$ cat config.mk
export PLATFORM = sky130hd
export DESIGN_NAME = motor_config_regs
export DESIGN_NICKNAME = d
export VERILOG_FILES = /design/src/verilog/shift_expand.v /design/src/verilog/motor_config_regs.v
export VERILOG_INCLUDE_DIRS = /design/src /design/src/include
export SDC_FILE = /design/constraint.sdc
export NUM_CORES = 1
export LEC_CHECK = 0
export BUFFER_PORTS_ARGS = -buffer_cell sky130_fd_sc_hd__buf_2
export CORE_UTILIZATION = 50
export CTS_BUF_LIST = sky130_fd_sc_hd__clkbuf_8
export DETAILED_ROUTE_END_ITERATION = 10
export GPL_TIMING_DRIVEN = 1
export MAX_ROUTING_LAYER = met4
export PLACE_DENSITY = 0.7
export SKIP_LAST_GASP = 1
export SYNTH_ARGS = -nofsm -noshare
export SYNTH_HDL_FRONTEND = slang
export SYNTH_SLANG_ARGS = --single-unit
$ cat constraint.sdc
create_clock -name sys_clk -period 6.1 [get_ports sys_clk]
set_input_delay 1.22 -clock sys_clk [delete_from_list [all_inputs] [get_ports sys_clk]]
set_output_delay 1.22 -clock sys_clk [all_outputs]
set_load 0.02 [all_outputs]
$ cat src/include/motor_config_defines.vh
// Register offsets, field positions, reset values and timing for motor config.
`ifndef MOTOR_CONFIG_DEFINES_VH
`define MOTOR_CONFIG_DEFINES_VH

// ----------------------------------------------------------------------
// Register map
// ----------------------------------------------------------------------
`define ADDR_DRIVE_TACH_RES_CFG   8'h90
`define ADDR_BEMF_ADVANCE_CFG     8'h91
`define RESET_DRIVE_TACH_RES_CFG  16'h0000
`define RESET_BEMF_ADVANCE_CFG    16'h0000
`define BEMF_ADV_WRITE_MASK       16'h7FFF

// ----------------------------------------------------------------------
// Fields of the first configuration register
// ----------------------------------------------------------------------
`define SPREAD_MSB       15
`define SPREAD_LSB       14
`define TACH_OL_MSB      13
`define TACH_OL_LSB      12
`define POLE_DIV_MSB     11
`define POLE_DIV_LSB     8
`define CYCLE_ADJ_BIT    7
`define RES_SHIFT_MSB    6
`define RES_SHIFT_LSB    4
`define RES_MANT_MSB     3
`define RES_MANT_LSB     0

// ----------------------------------------------------------------------
// Fields of the second configuration register
// ----------------------------------------------------------------------
`define BEMF_RSVD_BIT    15
`define BEMF_SHIFT_MSB   14
`define BEMF_SHIFT_LSB   12
`define BEMF_MANT_MSB    11
`define BEMF_MANT_LSB    8
`define ADV_MODE_BIT     7
`define ADV_SHIFT_MSB    6
`define ADV_SHIFT_LSB    4
`define ADV_MANT_MSB     3
`define ADV_MANT_LSB     0

// ----------------------------------------------------------------------
// Encodings
// ----------------------------------------------------------------------
`define SPREAD_NONE      2'h0
`define SPREAD_5         2'h1
`define SPREAD_10        2'h2
`define SPREAD_15        2'h3
`define DITHER_PCT_0     5'h00
`define DITHER_PCT_5     5'h05
`define DITHER_PCT_10    5'h0A
`define DITHER_PCT_15    5'h0F
`define TACH_OL_BOTH     2'h0
`define TACH_OL_CLOSED   2'h1
`define TACH_OL_FIRST    2'h2

// ----------------------------------------------------------------------
// Timing
// ----------------------------------------------------------------------
`define SYS_CLK_KHZ      125000
`define TACH_DELAY_MS    280
`define TACH_DELAY_CYCLES (`TACH_DELAY_MS * `SYS_CLK_KHZ)

`endif

$ cat src/verilog/shift_expand.v
// Mantissa shifted left by a shift count, giving the full-scale value.
`timescale 1ns/1ps

module shift_expand #(
    parameter MANT_W  = 4,
    parameter SHIFT_W = 3,
    parameter OUT_W   = 11
) (
    input  wire [MANT_W-1:0]  mantissa,
    input  wire [SHIFT_W-1:0] shift,
    output wire [OUT_W-1:0]   value
);

    // -----------------------------------------------------------------
    // Expansion
    // -----------------------------------------------------------------
    // The mantissa is widened first so no bits fall off the top.
    wire [OUT_W-1:0] mant_wide;

    assign mant_wide = {{(OUT_W-MANT_W){1'b0}}, mantissa};
    assign value     = mant_wide << shift;

endmodule // shift_expand

$ cat src/verilog/motor_config_regs.v
// Configuration register pair of the motor driver and the logic they steer.
//
// Contract
// - Registers sit at 0x90 and 0x91 and reset to zero.
// - Bits 15:14 select no, 5, 10 or 15 percent frequency dither.
// - Bits 13:12 pick when tach output runs; 01 waits 280 ms closed loop.
// - Tach frequency is electrical speed divided by pole field plus one.
// - Bit 7 selects full-cycle (0) or half-cycle (1) adjustment.
// - Phase resistance is resistance mantissa shifted left by its shift.
// - BEMF constant is its mantissa shifted left by its shift.
// - Advance mode 1 with nonzero supply scales advance time by supply minus BEMF over supply.
// - Advance time is advance mantissa shifted left by its shift.
// - Shadow select runs from and reads back the shadow registers.
`timescale 1ns/1ps
`include "motor_config_defines.vh"

module motor_config_regs #(
    parameter V_W               = 8,
    parameter DLY_W             = 26,
    parameter TACH_DELAY_CYCLES = `TACH_DELAY_CYCLES
) (
    input  wire             sys_clk,
    input  wire             rst_n,
    input  wire [7:0]       reg_addr,
    input  wire [15:0]      reg_wdata,
    input  wire             reg_wr,
    input  wire             reg_rd,
    output reg  [15:0]      reg_rdata,
    output reg              reg_rack,
    input  wire             shadow_select,
    input  wire [15:0]      eeprom_cfg1,
    input  wire [15:0]      eeprom_cfg2,
    input  wire             loop_closed,
    input  wire             first_open_loop,
    input  wire             elec_edge,
    input  wire [V_W-1:0]   supply_volt,
    input  wire [V_W-1:0]   bemf_volt,
    output reg  [1:0]       spread_spectrum_sel,
    output reg  [4:0]       dither_pct,
    output reg              tach_output,
    output reg              cycle_adjust_granularity,
    output reg  [10:0]      phase_res_value,
    output reg  [10:0]      bemf_const_value,
    output reg              advance_mode,
    output reg  [10:0]      advance_time
);

    localparam NW = 11 + V_W;
    localparam [31:0] DLY_LAST = TACH_DELAY_CYCLES - 1;
    localparam ST_IDLE = 1'b0;
    localparam ST_RUN  = 1'b1;
    localparam [31:0] DIV_LAST = NW - 1;

    // -----------------------------------------------------------------
    // Register storage
    // -----------------------------------------------------------------
    reg  [15:0]    cfg1_reg;
    reg  [15:0]    cfg2_reg;
    wire [15:0]    cfg1_eff;
    wire [15:0]    cfg2_eff;

    // Writes land in the shadow copy; bit 15 of the second is never kept.
    always @(posedge sys_clk or negedge rst_n) begin
        if (!rst_n) begin
            cfg1_reg <= `RESET_DRIVE_TACH_RES_CFG;
            cfg2_reg <= `RESET_BEMF_ADVANCE_CFG;
        end else if (reg_wr) begin
            if (reg_addr == `ADDR_DRIVE_TACH_RES_CFG) begin
                cfg1_reg <= reg_wdata;
            end
            if (reg_addr == `ADDR_BEMF_ADVANCE_CFG) begin
                cfg2_reg <= reg_wdata & `BEMF_ADV_WRITE_MASK;
            end
        end
    end

    // Shadow copy or stored EEPROM image drives operation and readback.
    assign cfg1_eff = shadow_select ? cfg1_reg : eeprom_cfg1;
    assign cfg2_eff = (shadow_select ? cfg2_reg : eeprom_cfg2)
                      & `BEMF_ADV_WRITE_MASK;

    // -----------------------------------------------------------------
    // Read port
    // -----------------------------------------------------------------
    // Answer one cycle after the read strobe; unmapped offsets read zero.
    always @(posedge sys_clk or negedge rst_n) begin
        if (!rst_n) begin
            reg_rdata <= 16'h0000;
            reg_rack  <= 1'b0;
        end else begin
            reg_rack <= reg_rd;
            if (reg_rd) begin
                case (reg_addr)
                    `ADDR_DRIVE_TACH_RES_CFG: begin
                        reg_rdata <= cfg1_eff;
                    end
                    `ADDR_BEMF_ADVANCE_CFG: begin
                        reg_rdata <= cfg2_eff;
                    end
                    default: begin
                        reg_rdata <= 16'h0000;
                    end
                endcase
            end
        end
    end

    // -----------------------------------------------------------------
    // Shift and mantissa expansion
    // -----------------------------------------------------------------
    wire [10:0]    res_wide;
    wire [10:0]    bemf_wide;
    wire [10:0]    adv_wide;

    // Host side packs its value as top four bits plus a shift count.
    shift_expand #(.MANT_W(4), .SHIFT_W(3), .OUT_W(11)) u_res_expand (
        .mantissa (cfg1_eff[`RES_MANT_MSB:`RES_MANT_LSB]),
        .shift    (cfg1_eff[`RES_SHIFT_MSB:`RES_SHIFT_LSB]),
        .value    (res_wide)
    );

    shift_expand #(.MANT_W(4), .SHIFT_W(3), .OUT_W(11)) u_bemf_expand (
        .mantissa (cfg2_eff[`BEMF_MANT_MSB:`BEMF_MANT_LSB]),
        .shift    (cfg2_eff[`BEMF_SHIFT_MSB:`BEMF_SHIFT_LSB]),
        .value    (bemf_wide)
    );

    shift_expand #(.MANT_W(4), .SHIFT_W(3), .OUT_W(11)) u_adv_expand (
        .mantissa (cfg2_eff[`ADV_MANT_MSB:`ADV_MANT_LSB]),
        .shift    (cfg2_eff[`ADV_SHIFT_MSB:`ADV_SHIFT_LSB]),
        .value    (adv_wide)
    );

    // -----------------------------------------------------------------
    // Decoded configuration outputs
    // -----------------------------------------------------------------
    reg  [4:0]     dither_next;

    // Dither amount in percent from the spread-spectrum code.
    always @* begin
        case (cfg1_eff[`SPREAD_MSB:`SPREAD_LSB])
            `SPREAD_NONE: dither_next = `DITHER_PCT_0;
            `SPREAD_5:    dither_next = `DITHER_PCT_5;
            `SPREAD_10:   dither_next = `DITHER_PCT_10;
            default:      dither_next = `DITHER_PCT_15;
        endcase
    end

    // Field outputs other than advance_time and tach_output are registered copies of the effective setting.
    always @(posedge sys_clk or negedge rst_n) begin
        if (!rst_n) begin
            spread_spectrum_sel      <= 2'h0;
            dither_pct               <= 5'h00;
            cycle_adjust_granularity <= 1'b0;
            phase_res_value          <= 11'h000;
            bemf_const_value         <= 11'h000;
            advance_mode             <= 1'b0;
        end else begin
            spread_spectrum_sel      <= cfg1_eff[`SPREAD_MSB:`SPREAD_LSB];
            dither_pct               <= dither_next;
            cycle_adjust_granularity <= cfg1_eff[`CYCLE_ADJ_BIT];
            phase_res_value          <= res_wide;
            bemf_const_value         <= bemf_wide;
            advance_mode             <= cfg2_eff[`ADV_MODE_BIT];
        end
    end

    // -----------------------------------------------------------------
    // Tachometer gating and division
    // -----------------------------------------------------------------
    reg  [DLY_W-1:0] dly_cnt_reg;
    reg  [3:0]       pole_cnt_reg;
    reg              tach_en;
    wire             dly_done;
    wire [3:0]       pole_div;

    assign dly_done = (dly_cnt_reg == DLY_LAST[DLY_W-1:0]);
    assign pole_div = cfg1_eff[`POLE_DIV_MSB:`POLE_DIV_LSB];

    // Closed-loop time counter; it restarts whenever the loop opens.
    always @(posedge sys_clk or negedge rst_n) begin
        if (!rst_n) begin
            dly_cnt_reg <= {DLY_W{1'b0}};
        end else if (!loop_closed) begin
            dly_cnt_reg <= {DLY_W{1'b0}};
        end else if (!dly_done) begin
            dly_cnt_reg <= dly_cnt_reg + 1'b1;
        end
    end

    // When the tach output is allowed to run; the reserved code keeps it off.
    always @* begin
        case (cfg1_eff[`TACH_OL_MSB:`TACH_OL_LSB])
            `TACH_OL_BOTH:   tach_en = 1'b1;
            `TACH_OL_CLOSED: tach_en = loop_closed & dly_done;
            `TACH_OL_FIRST:  tach_en = loop_closed | first_open_loop;
            default:         tach_en = 1'b0;
        endcase
    end

    // Toggle once every pole_div+1 half-cycle edges: a square wave at
    // electrical speed divided by pole_div+1.
    always @(posedge sys_clk or negedge rst_n) begin
        if (!rst_n) begin
            pole_cnt_reg <= 4'h0;
            tach_output  <= 1'b0;
        end else if (!tach_en) begin
            pole_cnt_reg <= 4'h0;
            tach_output  <= 1'b0;
        end else if (elec_edge) begin
            if (pole_cnt_reg >= pole_div) begin
                pole_cnt_reg <= 4'h0;
                tach_output  <= ~tach_output;
            end else begin
                pole_cnt_reg <= pole_cnt_reg + 4'h1;
            end
        end
    end

    // -----------------------------------------------------------------
    // Advance time scaling
    // -----------------------------------------------------------------
    reg              div_state_reg;
    reg  [NW-1:0]    div_num_reg;
    reg  [V_W:0]     div_rem_reg;
    reg  [V_W-1:0]   div_den_reg;
    reg  [4:0]       div_cnt_reg;
    reg  [10:0]      scaled_reg;
    wire [V_W-1:0]   headroom;
    wire [NW-1:0]    product;
    wire [V_W:0]     rem_shift;
    wire             rem_ge;

    // Supply below BEMF gives no headroom, so a nonzero supply shrinks the advance to zero.
    assign headroom  = (supply_volt > bemf_volt) ?
                       (supply_volt - bemf_volt) : {V_W{1'b0}};
    assign product   = adv_wide * headroom;
    assign rem_shift = {div_rem_reg[V_W-1:0], div_num_reg[NW-1]};
    assign rem_ge    = (rem_shift >= {1'b0, div_den_reg});

    // Serial restoring divider; a new quotient every NW+1 cycles.
    always @(posedge sys_clk or negedge rst_n) begin
        if (!rst_n) begin
            div_state_reg <= ST_IDLE;
            div_num_reg   <= {NW{1'b0}};
            div_rem_reg   <= {(V_W+1){1'b0}};
            div_den_reg   <= {V_W{1'b0}};
            div_cnt_reg   <= 5'h00;
            scaled_reg    <= 11'h000;
        end else begin
            case (div_state_reg)
                ST_IDLE: begin
                    if (supply_volt == {V_W{1'b0}}) begin
                        scaled_reg <= adv_wide;
                    end else begin
                        div_num_reg   <= product;
                        div_den_reg   <= supply_volt;
                        div_rem_reg   <= {(V_W+1){1'b0}};
                        div_cnt_reg   <= 5'h00;
                        div_state_reg <= ST_RUN;
                    end
                end
                ST_RUN: begin
                    div_rem_reg <= rem_ge ?
                        (rem_shift - {1'b0, div_den_reg}) : rem_shift;
                    div_num_reg <= {div_num_reg[NW-2:0], rem_ge};
                    div_cnt_reg <= div_cnt_reg + 5'h01;
                    if (div_cnt_reg == DIV_LAST[4:0]) begin
                        scaled_reg    <= {div_num_reg[9:0], rem_ge};
                        div_state_reg <= ST_IDLE;
                    end
                end
                default: begin
                    div_state_reg <= ST_IDLE;
                end
            endcase
        end
    end

    // Fixed mode passes the setting; variable mode uses the scaled value.
    always @(posedge sys_clk or negedge rst_n) begin
        if (!rst_n) begin
            advance_time <= 11'h000;
        end else if (cfg2_eff[`ADV_MODE_BIT]) begin
            advance_time <= scaled_reg;
        end else begin
            advance_time <= adv_wide;
        end
    end

endmodule // motor_config_regs

Word-level counts from Yosys, hierarchy flattened --
Index checks and enable logic that the tools add are counted.
Storage, ports and cells: memories 0, bits of input ports 80, bits in latches 0, bits in read-only memories 0, register bits after elaboration 173, word-level logic and storage cells 87, memory bits (writable) 0, output and inout bits 60
Cells by class: eq/ne operators 14, shift operators 3, add/sub/neg operators 5, multiply operators 1, div/mod/pow operators 0, bitwise gates (word level) 5, mux-type cells 28, reduce and logical (&&, ||, !) cells 8, magnitude comparators 3
Operator list (count):
- 26-bit 2-to-1 mux | 2
- 19-bit one-hot mux with 2 select lines | 1
- 11-bit 2-to-1 mux | 3
- 4-bit by 3-bit << shifter with 11-bit output | 3
- 16-bit one-hot mux with 2 select lines | 1
- 26-bit by 1-bit adder with 26-bit output (second input constant) | 1
- 26-bit equality test (second input constant) | 1
- 8-bit 2-to-1 mux | 3
- 11-bit one-hot mux with 2 select lines | 1
- 11-bit by 8-bit multiplier with 19-bit output | 1
- 19-bit 2-to-1 mux | 1
- 8-bit equality test (second input constant) | 2
- 16-bit 2-to-1 mux | 1
- 8-bit one-hot mux with 2 select lines | 1
- 8-bit subtractor | 2
- 15-bit 2-to-1 mux | 1
- 4-bit 2-to-1 mux | 3
- 4-bit one-hot mux with 3 select lines | 1
- 5-bit one-hot mux with 2 select lines | 1
- 2-bit AND reduction | 5
- 9-bit by 8-bit >= comparator with 1-bit output | 1
- 8-bit > comparator | 1
- 8-bit zero test | 1
- 2-bit != test (second input constant) | 4
- 15 further kinds | 25

Depth between registers and ports, before layout --
word-level depth 5, depth in mapped cells 27, depth with buffers taken out 24

By module --
Synthesis repeated with hierarchy kept, for this count alone.
Second synthesis, totals: cell total of the unflattened synthesis 1200, area total of the unflattened synthesis 11907.7 µm²
Modules (own cells, without submodules):
- motor_config_regs | area an instance 11220.8 µm², cells an instance 1110, seq. area each 4204.0 µm², instances 1
- shift_expand | area an instance 229.0 µm², cells an instance 30, seq. area each 0.0 µm², instances 3

Worst setup path before layout --
Ideal clock, no wire load.
kind input to register, start point in supply_volt[0], end point reg div_num_reg[15], path buffers 2, arrival time 6.635 ns, stages on the path 24, required time 6.006 ns, setup slack -0.629 ns, library setup time 0.094 ns, cells stage by stage inv_1 ha_1 fa_1 nor2b_1 o21a_1 o21ba_2 o22ai_1 a21o_1 buf_2 nor2_1 fa_1 fa_1 fa_1 inv_1 fa_1 inv_1 ha_1 clkbuf_1 a21o_1 a221oi_1 o21ai_0 a21oi_1 mux2_2 a211oi_1
Between the ends: word-level cells in the longest chain between the ends 5, elaborated cells on any way between the ends 8, those cells by class add/sub (1); mul (1); order compare (1); eq/ne (1); mux (3); reduce/logical (1)
Ends and longest elaborated chain:
- start, declared | RTL line motor_config_regs.v:36 | input wire [V_W-1:0] supply_volt,
- 8-bit subtractor or 8-bit > comparator (tied branches) | RTL line motor_config_regs.v:236, motor_config_regs.v:235
- 8-bit 2-to-1 mux | RTL line motor_config_regs.v:235 | assign headroom = (supply_volt > bemf_volt) ?
- 11-bit by 8-bit multiplier with 19-bit output | RTL line motor_config_regs.v:237 | assign product = adv_wide * headroom;
- 19-bit 2-to-1 mux | RTL line motor_config_regs.v:253 | if (supply_volt == {V_W{1'b0}}) begin
- 19-bit one-hot mux with 2 select lines | RTL line motor_config_regs.v:251 | case (div_state_reg)
- end signal, assigned | RTL line motor_config_regs.v:245 | div_num_reg <= {NW{1'b0}};
- end signal, assigned | RTL line motor_config_regs.v:256 | div_num_reg <= product;
- end signal, assigned | RTL line motor_config_regs.v:266 | div_num_reg <= {div_num_reg[NW-2:0], rem_ge};
- end, declared | RTL line motor_config_regs.v:224 | reg [NW-1:0] div_num_reg;
Several ways; a longest one is shown, not always the timed one. The select of a mux whose other input is x is not followed. A chain may end at the register's enable or synchronous reset.

Worst setup path in the final report --
Ends and elaborated chain as after synthesis.

==> summary.md <==
| Metric | Value |
|---|---|
| GR Util met1 | approximately a third |
| Placeable Area | 22600 µm² |
| Synth Area per Inst | 9.63 µm² |
| Clk_lat worst skew | approximately 0.48 ns |
| Max-slew headroom | approximately 21% |
| GRT met2 Usage | 42.1% |
| Initial antenna violation count | 1 |
| Fmax | 160 MHz |
| Drt total wl | ~30000 µm |
| Failing checks | setup timing |
| Startpoint Class | input port |
| Final worst setup slack | -0.166 ns |
| Top_reg_cell synth | dfrtp_1 |
| Post-synth EDFFs | 0 |
| Total gr overflow | 0 |
| Cts hold-fix bufs | 0 |
| Max FFs per register | 26 |
| Largest net degree at the start of global routing | 86 |
| Sink Count | approximately 170 |
| Status | complete, but fails checks |
| Max VDD drop | 0.358 mV |
| Slowest stage delay, CP | 0.54 ns |
| PwrDens | 257 nW/µm² |
| Post-route ant nets | 0 |
| GRT Max-Usage Layer | met2 |
| # IOs | 140 |
| Worst Path Arrival | 6.65 ns |
| Root buffer cell | clkbuf_8 |
| Width of the die | 154 µm |
| DR DRC count | 0 |
| Post-synth cell types | 71 |
| Post-route cell area | around 14000 µm² |
| Warnings, synthesis | 0 |
| Slowest-stage cell, CP | fa_2 |
| Vias | 9556 |
| Area post-placement | about 14000 µm² |
| Die H | 154 µm |
| Unrepaired setup endpoints after global routing | true |
| Setup crit end kind | register |
| Period utilization | 103% |
| Max Root-Sink Buffers | 2 |
| Worst path required time | 6.49 ns |
| Ys async rst share | 100% |
| Critical Path Fanout Max | 5 |
| Initial drt markers | 560 |
| Clk pin slew, worst setup/hold paths | 0.09 ns |
| Nets | approximately 1.6k |
| Post-DP HPWL | 21400 µm |
| Num rows | 55 |
| Place WS | -0.789 ns |
| P_leak | slightly above 7 nW |
| WL/cell | about 17 µm |
| CTS Buf Count | 17 |
| HP Class | register to register |
| Final RePlAce weighted congestion | 0.912 |
| Post-synthesis cell count | 1200 |
| Synth Cell Area | between 10000 and 15000 µm² |
| Initial Util | 51.0% |
| Register area share after synthesis | 36.4% |
| Global-route wire length before repair | 46900 µm |
| Final setup viols | 5 |
| Area delta synth->final | 24.9% |
| Final Hold Fails | 0 |
| All-layer global routing usage | 25.8% |
| Seq cells post-synth | 168 |
| Final Max Tran Viols | 0 |
| Crit Path Class | input port to register |
| Layout cells sized above 1 | 33.1% |
| Max-cap violations | 0 |
| H-tree depth | 4 |
| Vias in the first global route | 9402 |
| Via density | 5.48 |
| Met3 Usage GRT | 4.06% |
| CTS tree | yes |
| Worst-margin pin slew | 1.16 ns |
| Final Core Density | 63.7% |
| I/O Buffers | 137 |
| Die Area | between 20000 and 25000 µm² |
| Tmin final | between 6 and 7 ns |
| Drt pass-1 iters | 6 |
| Clock skew | 0.0140 ns |
| Syn Nets | 1399 |
[per-stage QoR]
| step | setup TNS (ns) | cells | hold slack, ns | total power, mW |
|---|---|---|---|---|
| 2_1_floorplan | -0.536 | 1200 | 0.444 | 2.42 |
| 3_3_place_gp | -6.24 | 1699 | 0.458 | 2.78 |
| 3_5_place_dp | -7.52 | 1699 | 0.473 | 2.83 |
| 4_1_cts | -0.208 | 1737 | 0.494 | 3.72 |
| 5_1_grt | -1.51 | 1744 | 0.514 | 3.97 |
| 6_report | -0.352 | 1745 | 0.492 | 3.71 |
[kinds of logic after synthesis]
logic type	share of synthesized area, %
AOI/OAI and AO/OA	11.2
adders and majority gates	16.5
other	0.0325
and+or+nand+nor	16.4
muxes	10.6
xor gates and xnor gates	3.26
DFF	36.4
buffers and inverters	5.63
[power by group]
| part | total, mW | switching, mW | internal, mW |
|---|---|---|---|
| clock network | 0.854 | 0.472 | 0.381 |
| registers | 1.46 | 0.131 | 1.33 |
| logic | 1.40 | 0.744 | 0.656 |
[worst max-delay path, delay by kind of cell]
kind            cells  cell delay [ns]
fa+ha+maj           7             2.72
compound gates      9             1.63
buf+inv             6             0.40
simple gates        2             0.35
mux                 1             0.33
[what timing repair did]
item | 4_1_cts | 5_1_grt
pin swaps | 17 | 57
setup buffers | 6 | 7
resized for setup | 14 | 53
cloned | 1 | 0
setup endpoints to repair | 10 | 10
[area by class of cell]
cell class,count,area (µm²)
sequential,168,4210
multi-input combinational,874,7170
antenna,2,5.00
clock inverter,14,179
clock buffer,17,234
inverter,111,429
tap,285,357
fill,1808,8210
timing repair buffer,274,1860
[cells in the final DEF (no fill, tap or decap), types with 10 or more instances in the layout]
master    synthesis  layout
inv_1           111      99
ha_4              0      10
mux2_2           66      65
nand2_1          96      91
or2_2            14      11
buf_4             8     126
nor2_2            0      12
and2_1           24      24
buf_2            16     134
inv_2             0      11
a21oi_2           2      11
a21oi_1          59      50
nand4_1          13      13
xnor2_1          34      32
nor2_1          140     119
or3_1            13      13
fa_1             56      53
ha_1             63      53
dfrtp_1         168     167
o21ai_0          58      49
o21a_1           11      11
mux2i_1          41      41
nor3_1           14      14
nand2b_1         15      15
nand3_1          17      16
clkbuf_8          0      17
[final timing paths]
| path | startpoint | endpoint | slack, ns | cells past startpoint |
|---|---|---|---|---|
| worst max register to register | cfg2_reg[4] | div_num_reg[15] | 0.59 | 18 |
| min in group asynchronous | rst_n | cfg2_reg[4] | 0.75 | 1 |
| worst max-delay path | supply_volt[0] | div_num_reg[15] | -0.17 | 25 |
| max in group asynchronous | rst_n | div_state_reg | 4.10 | 2 |
| worst min register to register | scaled_reg[10] | scaled_reg[10] | 0.49 | 2 |
| worst min-delay path | scaled_reg[10] | scaled_reg[10] | 0.49 | 2 |
[synth_stat cells, types with 6 or more instances]
| cell type | count | area (µm²) |
|---|---|---|
| dfrtp_1 | 168 | 4200 |
| inv_1 | 111 | 417 |
| clkbuf_1 | 18 | 67.6 |
| nand2_1 | 96 | 360 |
| a21o_1 | 8 | 60.1 |
| and2_1 | 24 | 150 |
| nor3b_1 | 6 | 45.0 |
| ha_1 | 63 | 788 |
| nor2_1 | 140 | 526 |
| and3_1 | 9 | 56.3 |
| a21oi_1 | 59 | 295 |
| buf_2 | 16 | 80.1 |
| nand4_1 | 13 | 81.3 |
| o21ai_0 | 58 | 290 |
| o22ai_1 | 8 | 50.1 |
| or2_2 | 14 | 87.6 |
| fa_1 | 56 | 1120 |
| buf_4 | 8 | 60.1 |
| nand2b_1 | 15 | 93.8 |
| xnor2_1 | 34 | 298 |
| xor2_1 | 9 | 78.8 |
| or3_1 | 13 | 81.3 |
| mux2i_1 | 41 | 410 |
| nor2b_1 | 8 | 50.1 |
| a31oi_1 | 6 | 37.5 |
| nand3_1 | 17 | 85.1 |
| a22oi_1 | 8 | 60.1 |
| mux2_2 | 66 | 743 |
| nor3_1 | 14 | 70.1 |
| o21a_1 | 11 | 82.6 |
[per-layer routing]
metal / share of wire (%) / wire, µm
met1: 43 / 12600
met5: 0 / 0
met4: 2.2 / 640
met2: 49 / 14400
met3: 5.0 / 1440
Note: power is estimated with default switching activity, not from simulation.
